<file path="src/pcpc_defs.vh">
// register map, field positions, reset values and codes for the
// pll clock path control block; included by the design file only.
`ifndef PCPC_DEFS_VH
`define PCPC_DEFS_VH

// register indices; byte address is four times the index
`define PCPC_IDX_PLL_CTRL     10'h010
`define PCPC_IDX_PFD_PULSE    10'h017
`define PCPC_IDX_VCO_CAL      10'h018
`define PCPC_IDX_CP_CURRENT   10'h0f0
`define PCPC_IDX_STATUS       10'h0f1
`define PCPC_IDX_SRC_SEL      10'h1e1
`define PCPC_IDX_UPDATE       10'h232

// apb address split
`define PCPC_AW               12
`define PCPC_IDX_MSB          11
`define PCPC_IDX_LSB          2
`define PCPC_BYTE_MSB         1

// pll control fields
`define PCPC_PWR_MSB          1
`define PCPC_PWR_LSB          0
`define PCPC_CPM_MSB          6
`define PCPC_CPM_LSB          4
`define PCPC_POL_BIT          7
`define PCPC_PWR_ON           2'h0
`define PCPC_PWR_ASYNC_DN     2'h1

// charge pump mode codes
`define PCPC_CPM_HIGHZ        3'h0
`define PCPC_CPM_UP           3'h1
`define PCPC_CPM_DN           3'h2
`define PCPC_CPM_NORMAL       3'h3

// antibacklash, source select, calibration, current fields
`define PCPC_ABL_MSB          1
`define PCPC_ABL_LSB          0
`define PCPC_BYP_BIT          0
`define PCPC_SRC_BIT          1
`define PCPC_CAL_BIT          0
`define PCPC_CPI_MSB          2
`define PCPC_CPI_LSB          0

// status bits
`define PCPC_ST_PLL_ON        0
`define PCPC_ST_CAL_BUSY      1
`define PCPC_ST_CAL_DONE      2
`define PCPC_ST_CAL_ERR       3
`define PCPC_ST_REF_OK        4
`define PCPC_ST_INT_VCO       5

// reset values and the commit key
`define PCPC_RST_PLL_CTRL     8'h01
`define PCPC_RST_PFD_PULSE    8'h00
`define PCPC_RST_VCO_CAL      8'h00
`define PCPC_RST_CP_CURRENT   8'h07
`define PCPC_RST_SRC_SEL      8'h00
`define PCPC_UPDATE_KEY       8'h01

`endif

</file>
<file path="src/pcpc_top.v">
// pll clock path control: apb register file with staged and active
// copies, source routing, pfd and charge pump controls, vco calibration
// sequencer. assumes a 25 MHz apb clock and an asynchronous ref pin.
//
// Overview of operation
// - loop power field 01b powers loop down asynchronously, 00b runs it.
// - divider bypass bit 1 feeds distribution straight from selected source.
// - source select bit 0 routes the external clock input to distribution.
// - polarity bit 0 positive, 1 negative tuning slope.
// - polarity matters only with external oscillator; ignored for on-chip one.
// - writing 0x01 to the update register commits all programmed values.
// - two-bit antibacklash field sets phase detector delay pulse width.
// - charge pump mode: high impedance, normal, forced up, forced down.
// - charge pump current has eight steps, top step nominally 4.8 mA.
// - source select bit 1 routes the on-chip oscillator to distribution.
//
// The APB slave port is this design's own decision.
`timescale 1ns/100ps
`default_nettype none
`include "pcpc_defs.vh"

module pcpc_top #(
  parameter CAL_CYCLES = 256
) (
  input  wire                 CLK_IN,
  input  wire                 RSTN_IN,
  input  wire                 PSEL_IN,
  input  wire                 PENABLE_IN,
  input  wire                 PWRITE_IN,
  input  wire [`PCPC_AW-1:0]  PADDR_IN,
  input  wire [31:0]          PWDATA_IN,
  output reg  [31:0]          PRDATA_OUT,
  output wire                 PREADY_OUT,
  output wire                 PSLVERR_OUT,
  input  wire                 REF_PRESENT_IN,
  output reg                  PLL_ON_OUT,
  output reg                  PLL_PWRDN_OUT,
  output reg                  DIV_BYPASS_OUT,
  output reg                  SRC_INT_VCO_OUT,
  output reg                  SRC_EXT_CLK_OUT,
  output reg                  PFD_POL_NEG_OUT,
  output reg  [1:0]           ANTIBACKLASH_OUT,
  output reg                  CP_HIGHZ_OUT,
  output reg                  CP_NORMAL_OUT,
  output reg                  CP_PUMP_UP_OUT,
  output reg                  CP_PUMP_DN_OUT,
  output reg  [2:0]           CP_CURRENT_OUT,
  output reg                  VCO_CAL_BUSY_OUT
);

  localparam ST_IDLE = 2'h0;
  localparam ST_RUN  = 2'h1;
  localparam ST_DONE = 2'h2;

  // staged copies written by software
  reg  [7:0]  pll_ctrl_r;
  reg  [7:0]  pfd_pulse_r;
  reg  [7:0]  vco_cal_r;
  reg  [7:0]  cp_current_r;
  reg  [7:0]  src_sel_r;
  // active copies steering the hardware
  reg  [7:0]  act_pll_ctrl_r;
  reg  [7:0]  act_pfd_pulse_r;
  reg  [7:0]  act_vco_cal_r;
  reg  [7:0]  act_cp_current_r;
  reg  [7:0]  act_src_sel_r;
  reg         cal_prev_r;
  reg  [1:0]  cal_state_r;
  reg  [1:0]  cal_state_nxt;
  reg  [15:0] cal_cnt_r;
  reg  [15:0] cal_cnt_nxt;
  reg         cal_err_r;
  reg         cal_err_nxt;
  reg  [2:0]  ref_sync_r;
  reg         ref_ok_r;
  reg  [7:0]  rd_mux;
  reg         hit;
  // next values of the hardware control outputs
  reg         pll_on_nxt;
  reg         pll_pwrdn_nxt;
  reg         div_bypass_nxt;
  reg         src_int_nxt;
  reg         src_ext_nxt;
  reg         pol_neg_nxt;
  reg  [1:0]  abl_nxt;
  reg         cp_highz_nxt;
  reg         cp_normal_nxt;
  reg         cp_up_nxt;
  reg         cp_dn_nxt;
  reg  [2:0]  cp_current_nxt;

  wire [9:0]  idx      = PADDR_IN[`PCPC_IDX_MSB:`PCPC_IDX_LSB];
  wire        aligned  = (PADDR_IN[`PCPC_BYTE_MSB:0] == 2'h0);
  wire        setup_ph = PSEL_IN & ~PENABLE_IN;
  wire        access   = PSEL_IN & PENABLE_IN;
  wire        wr_en    = access & PWRITE_IN & hit;
  wire        commit   = wr_en & (idx == `PCPC_IDX_UPDATE) &
                         (PWDATA_IN[7:0] == `PCPC_UPDATE_KEY);
  wire        cal_rise = act_vco_cal_r[`PCPC_CAL_BIT] & ~cal_prev_r;
  wire [31:0] cal_span = CAL_CYCLES - 1;
  wire [15:0] cal_last = cal_span[15:0];
  wire [2:0]  cp_mode  = act_pll_ctrl_r[`PCPC_CPM_MSB:`PCPC_CPM_LSB];
  wire        int_vco  = act_src_sel_r[`PCPC_SRC_BIT];

  // zero wait states; unmapped or unaligned accesses end in error
  assign PREADY_OUT  = 1'b1;
  assign PSLVERR_OUT = access & ~hit;

  // address decode and read mux
  always @*
  begin
    hit    = aligned;
    rd_mux = 8'h00;
    case (idx)
      `PCPC_IDX_PLL_CTRL:   rd_mux = pll_ctrl_r;
      `PCPC_IDX_PFD_PULSE:  rd_mux = pfd_pulse_r;
      `PCPC_IDX_VCO_CAL:    rd_mux = vco_cal_r;
      `PCPC_IDX_CP_CURRENT: rd_mux = cp_current_r;
      `PCPC_IDX_SRC_SEL:    rd_mux = src_sel_r;
      `PCPC_IDX_UPDATE:     rd_mux = 8'h00;
      `PCPC_IDX_STATUS:
      begin
        rd_mux[`PCPC_ST_PLL_ON]   = PLL_ON_OUT;
        rd_mux[`PCPC_ST_CAL_BUSY] = (cal_state_r == ST_RUN);
        rd_mux[`PCPC_ST_CAL_DONE] = (cal_state_r == ST_DONE);
        rd_mux[`PCPC_ST_CAL_ERR]  = cal_err_r;
        rd_mux[`PCPC_ST_REF_OK]   = ref_ok_r;
        rd_mux[`PCPC_ST_INT_VCO]  = int_vco;
      end
      default:              hit = 1'b0;
    endcase
  end

  // read data captured in the setup cycle so it is stable at access
  always @(posedge CLK_IN or negedge RSTN_IN)
  begin
    if (!RSTN_IN)
      PRDATA_OUT <= 32'h0000_0000;
    else if (setup_ph & ~PWRITE_IN)
      PRDATA_OUT <= {24'h00_0000, (hit ? rd_mux : 8'h00)};
  end

  // staged register writes; status and update read-only or self-clearing
  always @(posedge CLK_IN or negedge RSTN_IN)
  begin
    if (!RSTN_IN)
    begin
      pll_ctrl_r   <= `PCPC_RST_PLL_CTRL;
      pfd_pulse_r  <= `PCPC_RST_PFD_PULSE;
      vco_cal_r    <= `PCPC_RST_VCO_CAL;
      cp_current_r <= `PCPC_RST_CP_CURRENT;
      src_sel_r    <= `PCPC_RST_SRC_SEL;
    end
    else if (wr_en)
    begin
      case (idx)
        `PCPC_IDX_PLL_CTRL:   pll_ctrl_r   <= PWDATA_IN[7:0];
        `PCPC_IDX_PFD_PULSE:  pfd_pulse_r  <= PWDATA_IN[7:0];
        `PCPC_IDX_VCO_CAL:    vco_cal_r    <= PWDATA_IN[7:0];
        `PCPC_IDX_CP_CURRENT: cp_current_r <= PWDATA_IN[7:0];
        `PCPC_IDX_SRC_SEL:    src_sel_r    <= PWDATA_IN[7:0];
        default:              pll_ctrl_r   <= pll_ctrl_r;
      endcase
    end
  end

  // staged values reach hardware only on the commit key
  always @(posedge CLK_IN or negedge RSTN_IN)
  begin
    if (!RSTN_IN)
    begin
      act_pll_ctrl_r   <= `PCPC_RST_PLL_CTRL;
      act_pfd_pulse_r  <= `PCPC_RST_PFD_PULSE;
      act_vco_cal_r    <= `PCPC_RST_VCO_CAL;
      act_cp_current_r <= `PCPC_RST_CP_CURRENT;
      act_src_sel_r    <= `PCPC_RST_SRC_SEL;
    end
    else if (commit)
    begin
      act_pll_ctrl_r   <= pll_ctrl_r;
      act_pfd_pulse_r  <= pfd_pulse_r;
      act_vco_cal_r    <= vco_cal_r;
      act_cp_current_r <= cp_current_r;
      act_src_sel_r    <= src_sel_r;
    end
  end

  // reference pin: three stages, change accepted once stages 2 and 3 agree
  always @(posedge CLK_IN or negedge RSTN_IN)
  begin
    if (!RSTN_IN)
    begin
      ref_sync_r <= 3'h0;
      ref_ok_r   <= 1'b0;
    end
    else
    begin
      ref_sync_r <= {ref_sync_r[1:0], REF_PRESENT_IN};
      if (ref_sync_r[1] == ref_sync_r[2])
        ref_ok_r <= ref_sync_r[2];
    end
  end

  // calibration starts only on a committed 0 to 1 of the calibration bit,
  // so a repeat needs a committed clear first
  always @*
  begin
    cal_state_nxt = cal_state_r;
    cal_cnt_nxt   = cal_cnt_r;
    cal_err_nxt   = cal_err_r;
    case (cal_state_r)
      ST_IDLE,
      ST_DONE:
      begin
        if (cal_rise)
        begin
          cal_state_nxt = ST_RUN;
          cal_cnt_nxt   = 16'h0000;
          cal_err_nxt   = 1'b0;
        end
      end
      ST_RUN:
      begin
        // a missing reference spoils the result; flagged, not retried
        if (!ref_ok_r)
          cal_err_nxt = 1'b1;
        if (cal_cnt_r == cal_last)
          cal_state_nxt = ST_DONE;
        else
          cal_cnt_nxt = cal_cnt_r + 16'h0001;
      end
      default:
        cal_state_nxt = ST_IDLE;
    endcase
  end

  always @(posedge CLK_IN or negedge RSTN_IN)
  begin
    if (!RSTN_IN)
    begin
      cal_prev_r  <= 1'b0;
      cal_state_r <= ST_IDLE;
      cal_cnt_r   <= 16'h0000;
      cal_err_r   <= 1'b0;
    end
    else
    begin
      cal_prev_r  <= act_vco_cal_r[`PCPC_CAL_BIT];
      cal_state_r <= cal_state_nxt;
      cal_cnt_r   <= cal_cnt_nxt;
      cal_err_r   <= cal_err_nxt;
    end
  end

  // output decode from the active copies; registered below
  always @*
  begin
    // other power codes leave the loop off as the safe choice
    pll_on_nxt     = (act_pll_ctrl_r[`PCPC_PWR_MSB:`PCPC_PWR_LSB] ==
                      `PCPC_PWR_ON);
    pll_pwrdn_nxt  = ~pll_on_nxt;
    div_bypass_nxt = act_src_sel_r[`PCPC_BYP_BIT];
    src_int_nxt    = int_vco;
    src_ext_nxt    = ~int_vco;
    pol_neg_nxt    = 1'b0;
    if (int_vco)
    begin
      // on-chip oscillator has a fixed slope, so polarity is masked
      pol_neg_nxt = 1'b0;
    end
    else
    begin
      pol_neg_nxt = act_pll_ctrl_r[`PCPC_POL_BIT];
    end
    abl_nxt        = act_pfd_pulse_r[`PCPC_ABL_MSB:`PCPC_ABL_LSB];
    // step code n gives (n+1) x 600 uA nominal, code 7 is 4.8 mA
    cp_current_nxt = act_cp_current_r[`PCPC_CPI_MSB:`PCPC_CPI_LSB];
    cp_highz_nxt   = 1'b0;
    cp_normal_nxt  = 1'b0;
    cp_up_nxt      = 1'b0;
    cp_dn_nxt      = 1'b0;
    case (cp_mode)
      `PCPC_CPM_NORMAL:
      begin
        cp_normal_nxt = 1'b1;
      end
      `PCPC_CPM_UP:
      begin
        cp_up_nxt = 1'b1;
      end
      `PCPC_CPM_DN:
      begin
        cp_dn_nxt = 1'b1;
      end
      default:
      begin
        // unlisted mode codes fall back to high impedance (holdover)
        cp_highz_nxt = 1'b1;
      end
    endcase
  end

  // hardware control outputs, registered from the active copies
  always @(posedge CLK_IN or negedge RSTN_IN)
  begin
    if (!RSTN_IN)
    begin
      PLL_ON_OUT       <= 1'b0;
      PLL_PWRDN_OUT    <= 1'b1;
      DIV_BYPASS_OUT   <= 1'b0;
      SRC_INT_VCO_OUT  <= 1'b0;
      SRC_EXT_CLK_OUT  <= 1'b1;
      PFD_POL_NEG_OUT  <= 1'b0;
      ANTIBACKLASH_OUT <= 2'h0;
      CP_HIGHZ_OUT     <= 1'b1;
      CP_NORMAL_OUT    <= 1'b0;
      CP_PUMP_UP_OUT   <= 1'b0;
      CP_PUMP_DN_OUT   <= 1'b0;
      CP_CURRENT_OUT   <= 3'h7;
      VCO_CAL_BUSY_OUT <= 1'b0;
    end
    else
    begin
      PLL_ON_OUT       <= pll_on_nxt;
      PLL_PWRDN_OUT    <= pll_pwrdn_nxt;
      DIV_BYPASS_OUT   <= div_bypass_nxt;
      SRC_INT_VCO_OUT  <= src_int_nxt;
      SRC_EXT_CLK_OUT  <= src_ext_nxt;
      PFD_POL_NEG_OUT  <= pol_neg_nxt;
      ANTIBACKLASH_OUT <= abl_nxt;
      CP_HIGHZ_OUT     <= cp_highz_nxt;
      CP_NORMAL_OUT    <= cp_normal_nxt;
      CP_PUMP_UP_OUT   <= cp_up_nxt;
      CP_PUMP_DN_OUT   <= cp_dn_nxt;
      CP_CURRENT_OUT   <= cp_current_nxt;
      VCO_CAL_BUSY_OUT <= (cal_state_nxt == ST_RUN);
    end
  end

endmodule // pcpc_top
`default_nettype wire

</file>
<file path="config.mk">
export PLATFORM = sky130hd
export DESIGN_NAME = pcpc_top
export DESIGN_NICKNAME = d
export VERILOG_FILES = /design/src/pcpc_top.v
export VERILOG_INCLUDE_DIRS = /design/src
export SDC_FILE = /design/constraint.sdc
export NUM_CORES = 1
export LEC_CHECK = 0
export BUFFER_PORTS_ARGS = -buffer_cell sky130_fd_sc_hd__buf_2
export CORE_MARGIN = 2
export CORE_UTILIZATION = 50
export CTS_BUF_LIST = sky130_fd_sc_hd__clkbuf_8
export DETAILED_ROUTE_END_ITERATION = 12
export PLACE_DENSITY = 0.77
export SYNTH_ARGS = -nofsm -noshare
export SYNTH_HDL_FRONTEND = slang
export SYNTH_SLANG_ARGS = --single-unit
export TNS_END_PERCENT = 50
</file>
<file path="constraint.sdc">
create_clock -name CLK_IN -period 1.85 [get_ports CLK_IN]
set_clock_uncertainty 0.1 [all_clocks]
set_input_delay 0.185 -clock CLK_IN [delete_from_list [all_inputs] [get_ports CLK_IN]]
set_output_delay 0.185 -clock CLK_IN [all_outputs]
set_load 0.01 [all_outputs]
</file>
Yosys cells after proc, flatten, opt, wreduce, memory -nomap -nowiden
Cells that the tools add are included.

cells by class
  add/sub/neg operators = 1
  eq/ne operators = 19
  multiplexer cells = 18
  bitwise logic cells = 15
  reductions and logical operators = 14

operators by type and width
  kind                                                               number
  6-bit case mux with 6 select lines                                 1
  16-bit 2-to-1 mux                                                  2
  16-bit case mux with 2 select lines                                1
  10-bit by 5-bit == test with 1-bit output (second input constant)  3
  10-bit by 8-bit == test with 1-bit output (second input constant)  2
  16-bit by 1-bit adder with 16-bit output (second input constant)   1
  16-bit by 8-bit == test with 1-bit output (second input constant)  1
  10-bit == test (second input constant)                             1
  10-bit by 9-bit == test with 1-bit output (second input constant)  1
  2-bit case mux with 5 select lines                                 1
  2-bit AND reduction                                                5
  1-bit AND                                                          9
  8-bit by 1-bit == test with 1-bit output (second input constant)   1
  1-bit 2-to-1 mux                                                   8
  8-bit 2-to-1 mux                                                   1
  7-bit OR reduction                                                 1
  3-bit by 2-bit == test with 1-bit output (second input constant)   2
  2-bit zero test                                                    3
  2-bit inequality test (second input constant)                      3
  1-bit inverter                                                     6
  3-bit AND reduction                                                2
  2-bit by 1-bit == test with 1-bit output (second input constant)   2
  2-bit 2-to-1 mux                                                   2
  2-bit case mux with 2 select lines                                 1
  7 further kinds                                                    7

storage, ports and cells
  bits in registers = 104
  bits of input ports = 50
  logic and storage cells = 97

Depth between registers and ports, before layout
  depth in word-level cells = 6
  depth in mapped cells = 7
  depth with buffers taken out = 6

Least setup slack after synthesis
OpenSTA, ideal clock, no wires.

  path kind = reg2reg
  start = reg cal_cnt_r[14]
  end = reg cal_cnt_r[7]
  setup time = 132 ps
  data arrival time = 1809 ps
  data required time = 1618 ps
  setup slack = -191 ps
  stages on the path, launching flop included = 7
  buffers on the path = 1
  cell sequence = dfrtp_1 or4_1 nor4_1 buf_2 a2111oi_1 xnor2_1 nor2_1

between the ends
  cells in the longest elaborated chain, start to end = 3

RTL lines
  item                                       line            RTL
  from (decl)                                pcpc_top.v:70   reg [15:0] cal_cnt_r;
  from (signal assigned)                     pcpc_top.v:250  cal_cnt_r <= cal_cnt_nxt;
  16-bit by 8-bit == test with 1-bit output  pcpc_top.v:227  if (cal_cnt_r == cal_last)
  2-bit inequality test (no line)            -
  3-bit AND reduction (no line)              -

No other way between the ends.
A chain may end at the register's enable or synchronous reset.

Final worst setup path
  start = reg cal_cnt_r[11]
  end = reg cal_cnt_r[11]

between the ends
  cells in the longest elaborated chain, start to end = 3

RTL lines
  item                                                                                                          line
  16-bit by 1-bit adder with 16-bit output / 16-bit by 8-bit == test with 1-bit output (equally long branches)  pcpc_top.v:230, pcpc_top.v:227
  16-bit 2-to-1 mux / 2-bit inequality test (equally long branches)                                             -
  16-bit case mux with 2 select lines / 3-bit AND reduction (equally long branches)                             -

Several ways; a longest one is shown, not always the timed one. The select of a mux whose other input is x is not followed.

==> results.sh <==
export IMPL_portBuffers=50
export IMPL_async_flop_share=1.000
export IMPL_num_vias=3540
export IMPL_fmax_ghz=0.4904
export IMPL_end_kind="flop"
export IMPL_dp_hpwl_um=8016
export IMPL_met2_length_um=5468
export IMPL_grt_pass1_vias=3493
export IMPL_wl_met1_um=4882
export IMPL_antenna_found_initial=0
export IMPL_place_congestion=0.8736
export IMPL_violations="negative setup slack"
export IMPL_rows=35
export IMPL_synthDistinctLibCells=61
export IMPL_initial_core_util=0.5128
export IMPL_avgSynthCellArea_um2=12.25
export IMPL_max_cap_violations=0
export IMPL_dpl_cell_count=603
export IMPL_fin_ws_ns=-0.1891
export IMPL_die_w_um=100.9
export IMPL_insertion_delay_ns=0.37
export IMPL_root_buffer="clkbuf_8"
export IMPL_drtAntennaViolNets=0
export IMPL_ys_ff_latch=102
export IMPL_utilization=0.6380
export IMPL_cts_inserted_buffers=9
export IMPL_synthCells=383
export IMPL_die_y_um=100.9
export IMPL_relSlewSlack=0.6614
export IMPL_rsz0062_at_grt="yes"
export IMPL_regToRegSetupSlack_ns=-0.19
export IMPL_crit_required_ns=2.01
export IMPL_final_cell_mix="88 x dfrtp_1, 71 x buf_4, 54 x mux2_2"
export IMPL_dr_pass1_iters=5
export IMPL_cp_cell_sequence="or4_4 -> or3_4 -> o211ai_1 -> xor2_1 -> nor2_1"
export IMPL_syn_cell_area_um2=4693
export IMPL_r2r_end="cal_cnt_r[11]$_DFFE_PN0P_"
export IMPL_wl_um=11160
export IMPL_crit_path_top_delay_cell="or4_4"
export IMPL_arrival_ns=2.20
export IMPL_worstReg2RegStart="cal_cnt_r[11]$_DFFE_PN0P_"
export IMPL_place_ws_ns=-0.2673
export IMPL_grt_overflow_total=0
export IMPL_cts_buffer_depth=2
export IMPL_clock_sinks=102
export IMPL_worstSetupPathType="reg -> reg"
export IMPL_ys_warn_count=0
export IMPL_n_fill_cell=708
export IMPL_antennaDiodeCount=0
export IMPL_cts_tree="done"
export IMPL_grt_pass1_wl_um=17950
export IMPL_hold_path_cell_count=2
export IMPL_r2r_cells=5
export IMPL_min_period_ns=2.039
export IMPL_layout_cells_most_common="dfrtp_1"
export IMPL_path_buf_inv=0
export IMPL_vias_per_cell=5.682
export IMPL_hold_start="PWDATA_IN[0]"
export IMPL_synth_edf_count=0
export IMPL_htree_levels=3
export IMPL_tightest_slew_ns=0.5033
export IMPL_grt_use_total=0.2298
export IMPL_routed_top_layer="met4"
export IMPL_setup_viol=16
export IMPL_seq_area_frac_synth=0.5476
export IMPL_finalPower_mw=3.900
export IMPL_core_area_um2=9153
export IMPL_irDropWorstVdd_v=0.0005062
export IMPL_ios=100
export IMPL_start_kind="flop"
export IMPL_die_area_um2=10180
export IMPL_dr_wl_met3_um=616
export IMPL_cp_top_family="simple AND/OR/NAND/NOR gates"
export IMPL_period_share=1.102
export IMPL_finalMaxSlewViolations=0
export IMPL_leakagePower_nw=2.804
export IMPL_wire_per_inst_um=17.91
export IMPL_synth_top_flop_cell="dfrtp_1"
export IMPL_cellPowerDensity_nw_per_um2=667.9
export IMPL_finalHoldViolCount=0
export IMPL_grt_max_degree=38
export IMPL_fin_cells=623
export IMPL_hold_path_end="vco_cal_r[0]$_DFFE_PN0P_"
export IMPL_drc=0
export IMPL_hold_class="in -> reg"
export IMPL_clk_pin_slew_ns=0.10
export IMPL_cp_slowest_stage_delay_ns=0.55
export IMPL_crit_fanout=8
export IMPL_drive_gt1_frac=0.4473
export IMPL_status="finished, violations left"
export IMPL_final_net_count=558
export IMPL_drt_iter0_markers=219
export IMPL_syn2layout_area_growth_pct=24.42
## logic make-up (layout without fill, tap and decap cells)
group,Yosys count,in the layout,share of synthesized area
other,2,25,0.001600
xor gates and xnor gates,14,14,0.02613
and+or+nand+nor,104,104,0.1341
muxes,55,55,0.1320
adders and majority gates,2,2,0.004798
buffers and inverters,41,147,0.05465
DFF,102,102,0.5476
AOI/OAI and AO/OA,63,63,0.09918
## metrics by stage
step	hold WS, ns	TNS (ns)	cell area, um^2
6_report	0.03896	-1.790	5839
5_1_grt	0.02767	-3.264	5839
4_1_cts	0.03233	-1.603	5801
3_5_place_dp	0.08586	-6.144	5535
3_3_place_gp	0.07878	-5.134	5535
2_1_floorplan	-0.2106	-2.017	4833
## what timing repair did
item	4_1_cts	5_1_grt
endpoints found under the setup margin	18	18
setup buffers	2	1
resized for setup	10	4
hold buffers	2	0
cloned	0	0
pin swaps	4	7
endpoints found under the hold margin	31	0
## worst max-delay path by stage
stage | startpoint | end | slack (ns) | depth (start not counted)
5_1_grt | cal_cnt_r[11]$_DFFE_PN0P_ | cal_cnt_r[11]$_DFFE_PN0P_ | -0.26 | 5
3_5_place_dp | cal_cnt_r[11]$_DFFE_PN0P_ | cal_cnt_r[9]$_DFFE_PN0P_ | -0.27 | 5
6_report | cal_cnt_r[11]$_DFFE_PN0P_ | cal_cnt_r[11]$_DFFE_PN0P_ | -0.19 | 5
2_1_floorplan | cal_cnt_r[11]$_DFFE_PN0P_ | cal_cnt_r[11]$_DFFE_PN0P_ | -0.18 | 6
3_3_place_gp | PADDR_IN[1] | act_vco_cal_r[0]$_DFFE_PN0P_ | -0.25 | 7
4_1_cts | cal_cnt_r[11]$_DFFE_PN0P_ | cal_cnt_r[13]$_DFFE_PN0P_ | -0.16 | 5
## cells in the mapped netlist, drive strengths merged, types with 3 or more instances
master,instances,area [um^2]
dfrtp,88,2202
mux2,55,619.3
buf,30,215.2
nor2,24,95.09
nand2,20,75.07
dfstp,14,367.9
o21ai,11,55.05
a22oi,10,75.07
nor3,8,56.31
xor2,8,70.07
inv,7,26.28
nor4,6,58.80
xnor2,6,52.55
a211oi,5,37.54
a21oi,5,25.02
a221oi,5,43.79
a222oi,5,50.05
and3,5,31.28
nand3,5,25.02
clkbuf,4,15.01
nand4,4,31.28
nor2b,4,25.02
nor3b,4,35.03
or4,4,33.78
a2111oi,3,27.53
a22o,3,26.28
nor4b,3,32.53
o211ai,3,22.52
o22ai,3,18.77
## cell type report
type                            instances  area [um^2]  share of cell area
Sequential cell                       102         2570              0.4401
Clock inverter                          7        77.57             0.01328
Inverter                                7        26.28            0.004500
Timing Repair Buffer                  124        838.3              0.1436
Clock buffer                            9        123.9             0.02121
Multi-Input combinational cell        263         2064              0.3535
Tap cell                              111        138.9             0.02378
## per-layer routing
| layer | track usage | up-vias |
|---|---|---|
| met5 | 0 | - |
| met4 | 0.07165 | 0 |
| met3 | 0.04300 | 16 |
| met2 | 0.3718 | 137 |
| met1 | 0.3149 | 1765 |
| li1 | - | 1622 |
## report_power, final
part,switching (mW),internal [mW],leakage (nW)
Combinational,0.149,0.0783,1.34
Sequential,0.00471,2.24,1.36
Clock,0.792,0.640,0.101
Total,0.946,2.95,2.80
## flip-flops by register name, indices dropped and copies added (netlist names), 6 cells and up
name / cells
PRDATA_OUT: 8
act_pll_ctrl_r: 6
cal_cnt_r: 16
cp_current_r: 8
pfd_pulse_r: 8
pll_ctrl_r: 8
src_sel_r: 8
vco_cal_r: 8
Note: power is estimated with default switching activity, not from simulation.
